<file path="config.mk">
export PLATFORM = sky130hd
export DESIGN_NAME = rbss_top
export DESIGN_NICKNAME = d
export VERILOG_FILES = /design/src/hdl/rbss_pkg.sv /design/src/hdl/rbss_sync.sv /design/src/hdl/rbss_persist_timer.sv /design/src/hdl/rbss_top.sv
export SDC_FILE = /design/constraint.sdc
export NUM_CORES = 1
export LEC_CHECK = 0
export BUFFER_PORTS_ARGS = -buffer_cell sky130_fd_sc_hd__buf_2
export CAP_MARGIN = 20
export CELL_PAD_IN_SITES_DETAIL_PLACEMENT = 0
export CELL_PAD_IN_SITES_GLOBAL_PLACEMENT = 1
export CORE_MARGIN = 1
export CORE_UTILIZATION = 28
export DETAILED_ROUTE_END_ITERATION = 8
export PLACE_DENSITY = 0.6
export SYNTH_ARGS = -nofsm -noshare
export SYNTH_HDL_FRONTEND = slang
export SYNTH_HIERARCHICAL = 1
export SYNTH_SLANG_ARGS = --single-unit
export TNS_END_PERCENT = 30
</file>
<file path="constraint.sdc">
create_clock -name sys_clk -period 4.5 [get_ports sys_clk]
set_input_delay 0.675 -clock sys_clk [delete_from_list [all_inputs] [get_ports sys_clk]]
set_output_delay 0.675 -clock sys_clk [all_outputs]
set_load 0.005 [all_outputs]
</file>
<file path="src/hdl/rbss_pkg.sv">
// Shared constants, register map and bundle types of the roller blind sun-shading stage.
// Assumes one 100 MHz system clock and neighbouring stages on that same clock.
package rbss_pkg;

  // ****************************************************************
  // Clock and time base
  // ****************************************************************
  localparam int CLK_PERIOD_NS = 10;
  localparam longint SECOND_NS = 1_000_000_000;
  localparam int TICKS_PER_SECOND = int'(SECOND_NS / CLK_PERIOD_NS);

  // ****************************************************************
  // Widths
  // ****************************************************************
  localparam int ANGLE_W = 16;
  localparam int TIME_W = 17;
  localparam int SEC_W = 16;
  localparam int LEVEL_W = 8;
  localparam int ADDR_W = 4;
  localparam int DATA_W = 16;

  // ****************************************************************
  // Register map (angles in tenths of a degree, times in seconds)
  // ****************************************************************
  localparam logic [ADDR_W-1:0] REG_AZ_START = 4'h0;
  localparam logic [ADDR_W-1:0] REG_AZ_END = 4'h1;
  localparam logic [ADDR_W-1:0] REG_ELEV_LIMIT = 4'h2;
  localparam logic [ADDR_W-1:0] REG_MORNING_LAG = 4'h3;
  localparam logic [ADDR_W-1:0] REG_EVENING_LEAD = 4'h4;
  localparam logic [ADDR_W-1:0] REG_SUN_PERSIST = 4'h5;
  localparam logic [ADDR_W-1:0] REG_SHADE_LIMIT = 4'h6;
  localparam logic [ADDR_W-1:0] REG_STATE = 4'h7;

  localparam logic [ANGLE_W-1:0] AZ_START_RST = 16'h03e8;
  localparam logic [ANGLE_W-1:0] AZ_END_RST = 16'h0a28;
  localparam logic [ANGLE_W-1:0] ELEV_LIMIT_RST = 16'h0384;
  localparam logic [SEC_W-1:0] MORNING_LAG_RST = 16'h0e10;
  localparam logic [SEC_W-1:0] EVENING_LEAD_RST = 16'h0e10;
  localparam logic [SEC_W-1:0] SUN_PERSIST_RST = 16'h003c;
  localparam logic [LEVEL_W-1:0] SHADE_LIMIT_RST = 8'hff;

  // Fields of the read-only state register
  localparam int STATE_MODE_LSB = 0;
  localparam int STATE_SUN_HELD_BIT = 2;
  localparam int STATE_ELIGIBLE_BIT = 3;
  localparam int STATE_SECTOR_BIT = 4;
  localparam int STATE_WINDOW_BIT = 5;

  // ****************************************************************
  // Status codes
  // ****************************************************************
  localparam logic [LEVEL_W-1:0] STATUS_SHADE = 8'h97;
  localparam logic [LEVEL_W-1:0] STATUS_ALERT = 8'h98;

  typedef enum logic [1:0] {
    RBSS_PASS = 2'b00,
    RBSS_SHADE = 2'b01,
    RBSS_ALERT = 2'b11
  } rbss_mode_t;

  typedef struct packed {
    logic [ANGLE_W-1:0] azimuth;
    logic signed [ANGLE_W-1:0] elevation;
    logic [TIME_W-1:0] timeOfDay;
    logic [TIME_W-1:0] sunrise;
    logic [TIME_W-1:0] sunset;
  } rbss_calendar_t;

  typedef struct packed {
    logic upRequest;
    logic downRequest;
    logic [LEVEL_W-1:0] upstreamStatus;
    logic [LEVEL_W-1:0] requestedLevel;
  } rbss_request_t;

  typedef struct packed {
    logic motorRaise;
    logic motorLower;
    logic [LEVEL_W-1:0] status;
    logic [LEVEL_W-1:0] targetLevel;
  } rbss_command_t;

  typedef struct packed {
    logic [ADDR_W-1:0] addr;
    logic [DATA_W-1:0] wrData;
    logic wrStrobe;
    logic rdStrobe;
  } rbss_regbus_t;

  typedef struct packed {
    logic [ANGLE_W-1:0] azStart;
    logic [ANGLE_W-1:0] azEnd;
    logic signed [ANGLE_W-1:0] elevLimit;
    logic [SEC_W-1:0] morningLag;
    logic [SEC_W-1:0] eveningLead;
    logic [SEC_W-1:0] sunPersist;
    logic [LEVEL_W-1:0] shadeLimit;
  } rbss_config_t;

  typedef struct packed {
    rbss_mode_t mode;
    rbss_config_t cfg;
    rbss_command_t cmd;
    logic [DATA_W-1:0] rdData;
  } rbss_top_state_t;

endpackage : rbss_pkg

</file>
<file path="src/hdl/rbss_sync.sv">
// Two-stage synchroniser for pin inputs of the sun-shading stage.
// Assumes inputs that may change at any time relative to sys_clk.
`timescale 1ns/1ns
`default_nettype none
module rbss_sync #(
  parameter int WIDTH = 2
) (
  input wire logic sys_clk,
  input wire logic nrst,
  input wire logic [WIDTH-1:0] asyncIn,
  output var logic [WIDTH-1:0] syncOut
);

  if (WIDTH < 1) begin : g_chk
    $error("rbss_sync: WIDTH must be at least 1");
  end

  typedef struct packed {
    logic [WIDTH-1:0] stage1;
    logic [WIDTH-1:0] stage2;
  } rbss_sync_state_t;

  rbss_sync_state_t state_q;
  rbss_sync_state_t state_d;

  // ****************************************************************
  // Only the second stage is read downstream
  // ****************************************************************
  always_comb begin
    state_d.stage1 = asyncIn;
    state_d.stage2 = state_q.stage1;
  end

  always_ff @(posedge sys_clk or negedge nrst) begin
    if (!nrst) begin
      state_q <= '0;
    end else begin
      state_q <= state_d;
    end
  end

  assign syncOut = state_q.stage2;

endmodule : rbss_sync
`default_nettype wire

</file>
<file path="src/hdl/rbss_persist_timer.sv">
// Counts whole seconds for which the sun level has stayed true.
// Assumes a synchronised sun level on sys_clk.
`timescale 1ns/1ns
`default_nettype none
module rbss_persist_timer #(
  parameter int TICK_CYCLES = 100_000_000,
  parameter int SEC_W = 16
) (
  input wire logic sys_clk,
  input wire logic nrst,
  input wire logic sunLevel,
  output var logic [SEC_W-1:0] secCount
);

  localparam int TICK_W = $clog2(TICK_CYCLES);

  if (TICK_CYCLES < 2 || SEC_W < 1) begin : g_chk
    $error("rbss_persist_timer: TICK_CYCLES must be at least 2");
  end

  typedef struct packed {
    logic [TICK_W-1:0] tick;
    logic [SEC_W-1:0] secs;
  } rbss_timer_state_t;

  rbss_timer_state_t state_q;
  rbss_timer_state_t state_d;

  always_comb begin
    state_d = state_q;
    if (!sunLevel) begin
      state_d = '0;
    end else if (state_q.tick == TICK_W'(TICK_CYCLES - 1)) begin
      state_d.tick = '0;
      // Saturate so a long sunny spell never wraps back below the threshold
      if (state_q.secs != '1) begin
        state_d.secs = state_q.secs + SEC_W'(1);
      end
    end else begin
      state_d.tick = state_q.tick + TICK_W'(1);
    end
  end

  always_ff @(posedge sys_clk or negedge nrst) begin
    if (!nrst) begin
      state_q <= '0;
    end else begin
      state_q <= state_d;
    end
  end

  assign secCount = state_q.secs;

  property p_restart;
    @(posedge sys_clk) disable iff (!nrst)
    !sunLevel |=> (secCount == '0);
  endproperty
  a_restart: assert property (p_restart) else $error("persist count not cleared");

endmodule : rbss_persist_timer
`default_nettype wire

</file>
<file path="src/hdl/rbss_top.sv">
// Sun-shading stage of a roller blind control chain: pass-through, shading cap, forced open.
// Assumes preceding and following stages and the calendar source run on sys_clk;
// sun sensor and alert come from pins and are synchronised here.
`timescale 1ns/1ns
`default_nettype none

module rbss_top
  import rbss_pkg::*;
#(
  parameter int TICK_CYCLES = TICKS_PER_SECOND
) (
  input wire logic sys_clk,
  input wire logic nrst,
  input wire rbss_request_t request,
  input wire logic shadeEnable,
  input wire logic sunSensor,
  input wire logic alertIn,
  input wire rbss_calendar_t calendarBus,
  input wire rbss_regbus_t regBus,
  output var logic [DATA_W-1:0] rdData,
  output var rbss_command_t command
);

  if (TICK_CYCLES < 2) begin : g_chk
    $error("rbss_top: TICK_CYCLES must be at least 2");
  end

  // ****************************************************************
  // Pin synchronisation and sun persistence
  // ****************************************************************
  logic [1:0] pinSync;
  logic sunSync;
  logic alertSync;
  logic [SEC_W-1:0] secCount;

  rbss_sync #(
    .WIDTH(2)
  ) u_sync (
    .sys_clk(sys_clk),
    .nrst(nrst),
    .asyncIn({alertIn, sunSensor}),
    .syncOut(pinSync)
  );

  assign sunSync = pinSync[0];
  assign alertSync = pinSync[1];

  rbss_persist_timer #(
    .TICK_CYCLES(TICK_CYCLES),
    .SEC_W(SEC_W)
  ) u_timer (
    .sys_clk(sys_clk),
    .nrst(nrst),
    .sunLevel(sunSync),
    .secCount(secCount)
  );

  // ****************************************************************
  // State
  // ****************************************************************
  rbss_top_state_t state_q;
  rbss_top_state_t state_d;

  localparam rbss_config_t CFG_RST = '{
    azStart: AZ_START_RST,
    azEnd: AZ_END_RST,
    elevLimit: ELEV_LIMIT_RST,
    morningLag: MORNING_LAG_RST,
    eveningLead: EVENING_LEAD_RST,
    sunPersist: SUN_PERSIST_RST,
    shadeLimit: SHADE_LIMIT_RST
  };

  // ****************************************************************
  // Shading conditions
  // ****************************************************************
  logic sunHeld;
  logic eligible;
  logic inSector;
  logic inWindow;
  logic shadeCond;
  logic [TIME_W:0] windowStart;
  logic [TIME_W:0] windowEnd;
  logic [TIME_W:0] nowWide;
  logic leadFits;
  logic [LEVEL_W-1:0] cappedLevel;
  rbss_mode_t modeNext;

  always_comb begin
    sunHeld = sunSync && (secCount >= state_q.cfg.sunPersist);
    eligible = request.upRequest && request.downRequest && shadeEnable && sunHeld;
    // Angles share one unit with the limits, so 90/180/270 degrees map straight through
    inSector = (calendarBus.azimuth >= state_q.cfg.azStart)
      && (calendarBus.azimuth <= state_q.cfg.azEnd)
      && (calendarBus.elevation < state_q.cfg.elevLimit);
    nowWide = {1'b0, calendarBus.timeOfDay};
    windowStart = {1'b0, calendarBus.sunrise} + {2'b00, state_q.cfg.morningLag};
    // A lead longer than the time to sunset closes the window instead of wrapping
    leadFits = {1'b0, state_q.cfg.eveningLead} <= calendarBus.sunset;
    windowEnd = {1'b0, calendarBus.sunset} - {2'b00, state_q.cfg.eveningLead};
    inWindow = leadFits && (nowWide > windowStart) && (nowWide < windowEnd);
    shadeCond = eligible && inSector && inWindow;
    if (request.requestedLevel < state_q.cfg.shadeLimit) begin
      cappedLevel = request.requestedLevel;
    end else begin
      cappedLevel = state_q.cfg.shadeLimit;
    end
    if (alertSync) begin
      modeNext = RBSS_ALERT;
    end else if (shadeCond) begin
      modeNext = RBSS_SHADE;
    end else begin
      modeNext = RBSS_PASS;
    end
  end

  // ****************************************************************
  // Next state: command, configuration writes, read data
  // ****************************************************************
  always_comb begin
    state_d = state_q;
    state_d.mode = modeNext;
    case (modeNext)
      RBSS_ALERT: begin
        state_d.cmd.motorRaise = 1'b1;
        state_d.cmd.motorLower = 1'b0;
        state_d.cmd.status = STATUS_ALERT;
        state_d.cmd.targetLevel = request.requestedLevel;
      end
      RBSS_SHADE: begin
        state_d.cmd.motorRaise = request.upRequest;
        state_d.cmd.motorLower = request.downRequest;
        state_d.cmd.status = STATUS_SHADE;
        state_d.cmd.targetLevel = cappedLevel;
      end
      default: begin
        state_d.cmd.motorRaise = request.upRequest;
        state_d.cmd.motorLower = request.downRequest;
        state_d.cmd.status = request.upstreamStatus;
        state_d.cmd.targetLevel = request.requestedLevel;
      end
    endcase

    if (regBus.wrStrobe) begin
      case (regBus.addr)
        REG_AZ_START: state_d.cfg.azStart = regBus.wrData;
        REG_AZ_END: state_d.cfg.azEnd = regBus.wrData;
        REG_ELEV_LIMIT: state_d.cfg.elevLimit = regBus.wrData;
        REG_MORNING_LAG: state_d.cfg.morningLag = regBus.wrData;
        REG_EVENING_LEAD: state_d.cfg.eveningLead = regBus.wrData;
        REG_SUN_PERSIST: state_d.cfg.sunPersist = regBus.wrData;
        REG_SHADE_LIMIT: state_d.cfg.shadeLimit = regBus.wrData[LEVEL_W-1:0];
        default: begin
        end
      endcase
    end

    // Read data stands for exactly the cycle after the strobe
    state_d.rdData = '0;
    if (regBus.rdStrobe) begin
      case (regBus.addr)
        REG_AZ_START: state_d.rdData = state_q.cfg.azStart;
        REG_AZ_END: state_d.rdData = state_q.cfg.azEnd;
        REG_ELEV_LIMIT: state_d.rdData = state_q.cfg.elevLimit;
        REG_MORNING_LAG: state_d.rdData = state_q.cfg.morningLag;
        REG_EVENING_LEAD: state_d.rdData = state_q.cfg.eveningLead;
        REG_SUN_PERSIST: state_d.rdData = state_q.cfg.sunPersist;
        REG_SHADE_LIMIT: state_d.rdData = {{(DATA_W-LEVEL_W){1'b0}}, state_q.cfg.shadeLimit};
        REG_STATE: begin
          state_d.rdData[STATE_MODE_LSB +: 2] = state_q.mode;
          state_d.rdData[STATE_SUN_HELD_BIT] = sunHeld;
          state_d.rdData[STATE_ELIGIBLE_BIT] = eligible;
          state_d.rdData[STATE_SECTOR_BIT] = inSector;
          state_d.rdData[STATE_WINDOW_BIT] = inWindow;
        end
        default: state_d.rdData = '0;
      endcase
    end
  end

  always_ff @(posedge sys_clk or negedge nrst) begin
    if (!nrst) begin
      state_q.mode <= RBSS_PASS;
      state_q.cfg <= CFG_RST;
      state_q.cmd <= '0;
      state_q.rdData <= '0;
    end else begin
      state_q <= state_d;
    end
  end

  assign command = state_q.cmd;
  assign rdData = state_q.rdData;

  // ****************************************************************
  // Checks
  // ****************************************************************
  property p_passthrough;
    @(posedge sys_clk) disable iff (!nrst)
    (!alertSync && !shadeCond) |=> (command.motorRaise == $past(request.upRequest))
      && (command.motorLower == $past(request.downRequest))
      && (command.targetLevel == $past(request.requestedLevel));
  endproperty
  a_passthrough: assert property (p_passthrough) else $error("pass-through broken");

  property p_eligible;
    @(posedge sys_clk) disable iff (!nrst)
    (command.status == STATUS_SHADE && state_q.mode == RBSS_SHADE)
      |-> $past(request.upRequest && request.downRequest && shadeEnable && sunSync)
      && ($past(secCount) >= $past(state_q.cfg.sunPersist));
  endproperty
  a_eligible: assert property (p_eligible) else $error("shading without eligibility");

  property p_sector;
    @(posedge sys_clk) disable iff (!nrst)
    (state_q.mode == RBSS_SHADE) |-> $past(calendarBus.azimuth >= state_q.cfg.azStart)
      && $past(calendarBus.azimuth <= state_q.cfg.azEnd)
      && $past(calendarBus.elevation < state_q.cfg.elevLimit);
  endproperty
  a_sector: assert property (p_sector) else $error("shading outside sun sector");

  property p_window;
    @(posedge sys_clk) disable iff (!nrst)
    (state_q.mode == RBSS_SHADE) |-> $past(inWindow);
  endproperty
  a_window: assert property (p_window) else $error("shading outside day window");

  property p_shade_status;
    @(posedge sys_clk) disable iff (!nrst)
    (!alertSync && shadeCond) |=> (command.status == STATUS_SHADE);
  endproperty
  a_shade_status: assert property (p_shade_status) else $error("no shade status");

  property p_cap;
    @(posedge sys_clk) disable iff (!nrst)
    (!alertSync && shadeCond) |=> (command.targetLevel <= $past(state_q.cfg.shadeLimit))
      && (command.targetLevel <= $past(request.requestedLevel));
  endproperty
  a_cap: assert property (p_cap) else $error("target level above cap");

  property p_alert;
    @(posedge sys_clk) disable iff (!nrst)
    alertSync |=> command.motorRaise && !command.motorLower && (command.status == STATUS_ALERT);
  endproperty
  a_alert: assert property (p_alert) else $error("alert not forcing open");

  property p_forward;
    @(posedge sys_clk) disable iff (!nrst)
    (!alertSync && !shadeCond) |=> (command.status == $past(request.upstreamStatus));
  endproperty
  a_forward: assert property (p_forward) else $error("upstream status not forwarded");

  property p_defaults;
    @(posedge sys_clk) disable iff (!nrst)
    $rose(nrst) |-> (state_q.cfg.azStart == AZ_START_RST) && (state_q.cfg.azEnd == AZ_END_RST)
      && (state_q.cfg.elevLimit == ELEV_LIMIT_RST);
  endproperty
  a_defaults: assert property (p_defaults) else $error("angle defaults wrong");

  property p_time_defaults;
    @(posedge sys_clk) disable iff (!nrst)
    $rose(nrst) |-> (state_q.cfg.morningLag == MORNING_LAG_RST)
      && (state_q.cfg.eveningLead == EVENING_LEAD_RST);
  endproperty
  a_time_defaults: assert property (p_time_defaults) else $error("bad lag defaults");

  property p_def_persist;
    @(posedge sys_clk) disable iff (!nrst)
    $rose(nrst) |-> (state_q.cfg.sunPersist == SUN_PERSIST_RST);
  endproperty
  a_def_persist: assert property (p_def_persist) else $error("persist default");

  property p_leave;
    @(posedge sys_clk) disable iff (!nrst)
    (state_q.mode == RBSS_SHADE) ##0 (!shadeCond && !alertSync) |=> (state_q.mode == RBSS_PASS);
  endproperty
  a_leave: assert property (p_leave) else $error("shading not left");

  property p_alert_leave;
    @(posedge sys_clk) disable iff (!nrst)
    (state_q.mode == RBSS_ALERT) ##0 (!alertSync && !shadeCond)
      |=> (state_q.mode == RBSS_PASS);
  endproperty
  a_alert_leave: assert property (p_alert_leave) else $error("alert not left");

  property p_gate;
    @(posedge sys_clk) disable iff (!nrst)
    (!request.upRequest || !request.downRequest || !shadeEnable || !sunSync)
      |=> (state_q.mode != RBSS_SHADE);
  endproperty
  a_gate: assert property (p_gate) else $error("shading while not eligible");

  property p_sector_off;
    @(posedge sys_clk) disable iff (!nrst)
    !inSector |=> (state_q.mode != RBSS_SHADE);
  endproperty
  a_sector_off: assert property (p_sector_off) else $error("sector ignored");

  property p_window_off;
    @(posedge sys_clk) disable iff (!nrst)
    !inWindow |=> (state_q.mode != RBSS_SHADE);
  endproperty
  a_window_off: assert property (p_window_off) else $error("window ignored");

  property p_alert_mode;
    @(posedge sys_clk) disable iff (!nrst)
    alertSync |=> (state_q.mode == RBSS_ALERT);
  endproperty
  a_alert_mode: assert property (p_alert_mode) else $error("alert mode not entered");

  // ****************************************************************
  // Configuration writes
  // ****************************************************************
  property p_cfg_angle;
    @(posedge sys_clk) disable iff (!nrst)
    (regBus.wrStrobe && regBus.addr == REG_AZ_START)
      |=> (state_q.cfg.azStart == $past(regBus.wrData));
  endproperty
  a_cfg_angle: assert property (p_cfg_angle) else $error("az start not written");

  property p_cfg_time;
    @(posedge sys_clk) disable iff (!nrst)
    (regBus.wrStrobe && regBus.addr == REG_MORNING_LAG)
      |=> (state_q.cfg.morningLag == $past(regBus.wrData));
  endproperty
  a_cfg_time: assert property (p_cfg_time) else $error("lag not written");

  property p_cfg_persist;
    @(posedge sys_clk) disable iff (!nrst)
    (regBus.wrStrobe && regBus.addr == REG_SUN_PERSIST)
      |=> (state_q.cfg.sunPersist == $past(regBus.wrData));
  endproperty
  a_cfg_persist: assert property (p_cfg_persist) else $error("persist not written");

endmodule : rbss_top
`default_nettype wire

</file>
==> out/qor.yml <==
grt:
  gr-total-overflow: 0
  grt_pass1_wl_um: 56300
  use_met2_pct: 27.5
  busiest_layer: "met2"
  grt_use_met3_pct: 2.24
  grt_max_degree: 123
  grt_pass1_vias: 9764
  grt_use_total_pct: 16.5
  grt_antenna_before_repair: 4
  use_met1_pct: 22.3
status:
  status: "finished, final reports clean"
sta:
  finalMaxSlewViolations: 0
  relSlewSlack_pct: 39.7
  min_period_ns: 4.45
  rsz0062_at_grt: "yes"
  fmax_ghz: 0.225
  setup_viol: 0
  fin_setup_tns_ns: 0
  finClkSkew_ns: 0.0110
  worst_slack_ns: 0.0487
  hold_viol_final: 0
  fin_crit_sh_pct: 98.9
  worst_pin_slew_ns: 0.902
worst_setup_path:
  worstPathCellList: "ha_2, fa_2, a21o_1, a21oi_2, o211ai_1, a211oi_2, buf_4, o21bai_1, a21oi_1, xor2_1, ha_1, nand4_1, nor4_4, o31ai_1, a31o_1, a311oi_4, buf_12, nand4_4, mux2_4"
  crit_required_ns: 4.82
  r2r_cells: 19
  arrival_ns: 4.77
  slowest_delay_ns: 0.39
  crit_type: "reg2reg"
  critPathLaunchType: "register"
  slowest_stage: "dfrtp_1"
  crit_buf_inv: 2
  cp_max_fo: 8
  cp_num_cells: 19
  end_kind: "register"
  cp_top_family: "compound AO/OA/AOI/OAI gates"
synth:
  post_synth_mux_area_share_pct: 10.5
  syn_nets: 1507
  synth_edf_count: 0
  synthesis.area_um2: 12400
  synth.distinct_cells: 68
  synthAdderAreaFrac_pct: 14.1
  synthArstFlopShare_pct: 100
  synth_flop_cell: "dfrtp_1"
  synth_cells: 1240
  ys_ff_latch: 187
  synth_area_per_cell_um2: 10.0
  ys_seq_area_share_pct: 37.9
  synth_warnings: 6
  synth-xor-area-share_pct: 3.87
  synth_compound_area_share_pct: 14.4
  synth-simple-area-share_pct: 11.8
  synth_top_family_by_area: "compound AO/OA/AOI/OAI gates"
die:
  die_h_um: 213
  ios: 162
  fp.coreArea_um2: 43500
  floorplan.rows: 76
  start_util_pct: 28.6
  die_x_um: 213
  die_area_um2: 45300
cts:
  cts_buffers: 17
  htree_levels: 4
  cts-root-buf: "clkbuf_16"
  path_clk_slew_ns: 0.08
  postCtsHoldBufs: 0
  cts_tree: "done"
  cts_sinks: 187
  cts.path.max_buffers: 2
  clk_latency_ns: 0.44
drt:
  vias_per_cell: 4.92
  drt_iter0_drc: 566
  dr.pass1.iters: 5
  ant_nets: 0
  drcViolationCount: 0
  num_vias: 9803
  totalWireLength_um: 36900
  routedWlPerCell_um: 18.6
placement:
  place_congestion: 0.885
  numPortBuffers: 161
  dp_hpwl_um: 29200
  pre_cts_slack_ns: -0.558
  dpl.cell_count: 1954
  postPlaceCellArea_um2: 13900
final_layout:
  fin_area_um2: 14600
  nNetsFinal: 1659
  area_delta_synth_final_pct: 17.5
  drive_gt1_share_pct: 30.1
  layout_commonest_cell: "buf_2"
  fillers: 4503
  most-common-layout-cells: "160 x buf_2, 153 x dfrtp_1, 136 x ha_1, 112 x inv_1, 111 x mux2_2"
  layoutNonFillerInstCount: 1991
hold_path:
  hold_class: "in2async"
job:
  maxCapViolations: 0
pwr:
  p_leak_nw: 6.71
  ir_drop_mv: 0.172
  power_density_nw_per_um2: 394
-- path summary, 6_finish.rpt --
kind                                                  start                     endpoint  slack, ns
worst max register to register      state_q[74]$_DFFE_PN0P_         command[5]$_DFF_PN0_       0.05
worst min register to register  u_sync/state_d[1]$_DFF_PN0_  u_sync/syncOut[1]$_DFF_PN0_       0.35
min in group sys_clk                              sunSensor  u_sync/state_d[0]$_DFF_PN0_       0.33
worst min-delay path                                   nrst        command[17]$_DFF_PN0_       0.22
max in group asynchronous                              nrst     state_q[116]$_DFFE_PN0P_       3.16
worst max-delay path                state_q[74]$_DFFE_PN0P_         command[5]$_DFF_PN0_       0.05
-- timing repair --
action / 4_1_cts / 5_1_grt
buffers inserted: 4 / 0
pin swaps: 10 / 11
endpoints found under the setup margin: 17 / 18
resized for setup: 6 / 5
gates cloned: 0 / 0
-- logic make-up after synthesis --
group | count (synthesis)
DFF | 187
adders and majority gates | 139
and+or+nand+nor | 284
muxes | 116
AOI/OAI and AO/OA | 264
xor gates and xnor gates | 55
buffers and inverters | 195
-- report_power, final --
group | switching, mW | total (mW) | internal, mW
combinational | 1.04 | 2.02 | 0.978
sequential | 0.228 | 2.20 | 1.97
clock | 0.690 | 1.55 | 0.857
total | 1.96 | 5.76 | 3.81
-- metal layers --
layer / up-vias / part of all wire, %
met2: 231 / 48
li1: 4761 / -
met4: 4 / 1.6
met1: 4769 / 46
met3: 38 / 4.2
met5: - / 0.081
-- synth_stat cells (17+ instances only) --
master | instances | share of area [%]
nand2b_1 | 18 | 0.90
dfstp_2 | 34 | 7.2
inv_1 | 112 | 3.4
dfrtp_1 | 153 | 31
a22oi_1 | 36 | 2.2
xor2_1 | 23 | 1.6
nor2_1 | 66 | 2.0
nor3_1 | 17 | 0.68
buf_4 | 50 | 3.0
a31oi_1 | 17 | 0.85
nand2_1 | 65 | 2.0
a21oi_1 | 68 | 2.7
clkbuf_1 | 27 | 0.81
nand3_1 | 31 | 1.2
o21ai_0 | 33 | 1.3
ha_1 | 137 | 14
a21o_1 | 23 | 1.4
xnor2_1 | 32 | 2.3
mux2_2 | 112 | 10
nand4_1 | 19 | 0.96
-- through the flow --
step / power (mW) / hold slack (ns) / util [%]
detailed placement: 4.20 / 0.336 / 32.1
global placement: 4.17 / 0.334 / 32.1
floorplan: 3.46 / 0.331 / -
CTS: 5.81 / 0.233 / 33.6
global route: 6.18 / 0.248 / 33.6
finish: 5.76 / 0.222 / 33.6
-- registers in the layout, summed over array words and instances (netlist names) --
register and cells:
state_q 106, u_timer/state_q 27, command 18, rdData 16, u_timer/secCount 16, u_sync/state_d 2
u_sync/syncOut 2
-- layout make-up --
type	count	area (um2)	share of cell area (%)
tap	585	732	5.01
inverter	113	424	2.90
clock inverter	11	135	0.924
antenna	2	5.00	0.0342
sequential	187	4720	32.3
multi-input combinational	858	6900	47.2
timing repair buffer	215	1240	8.52
clock buffer	20	457	3.12
No activity file was read; power rests on OpenSTA's default activity.
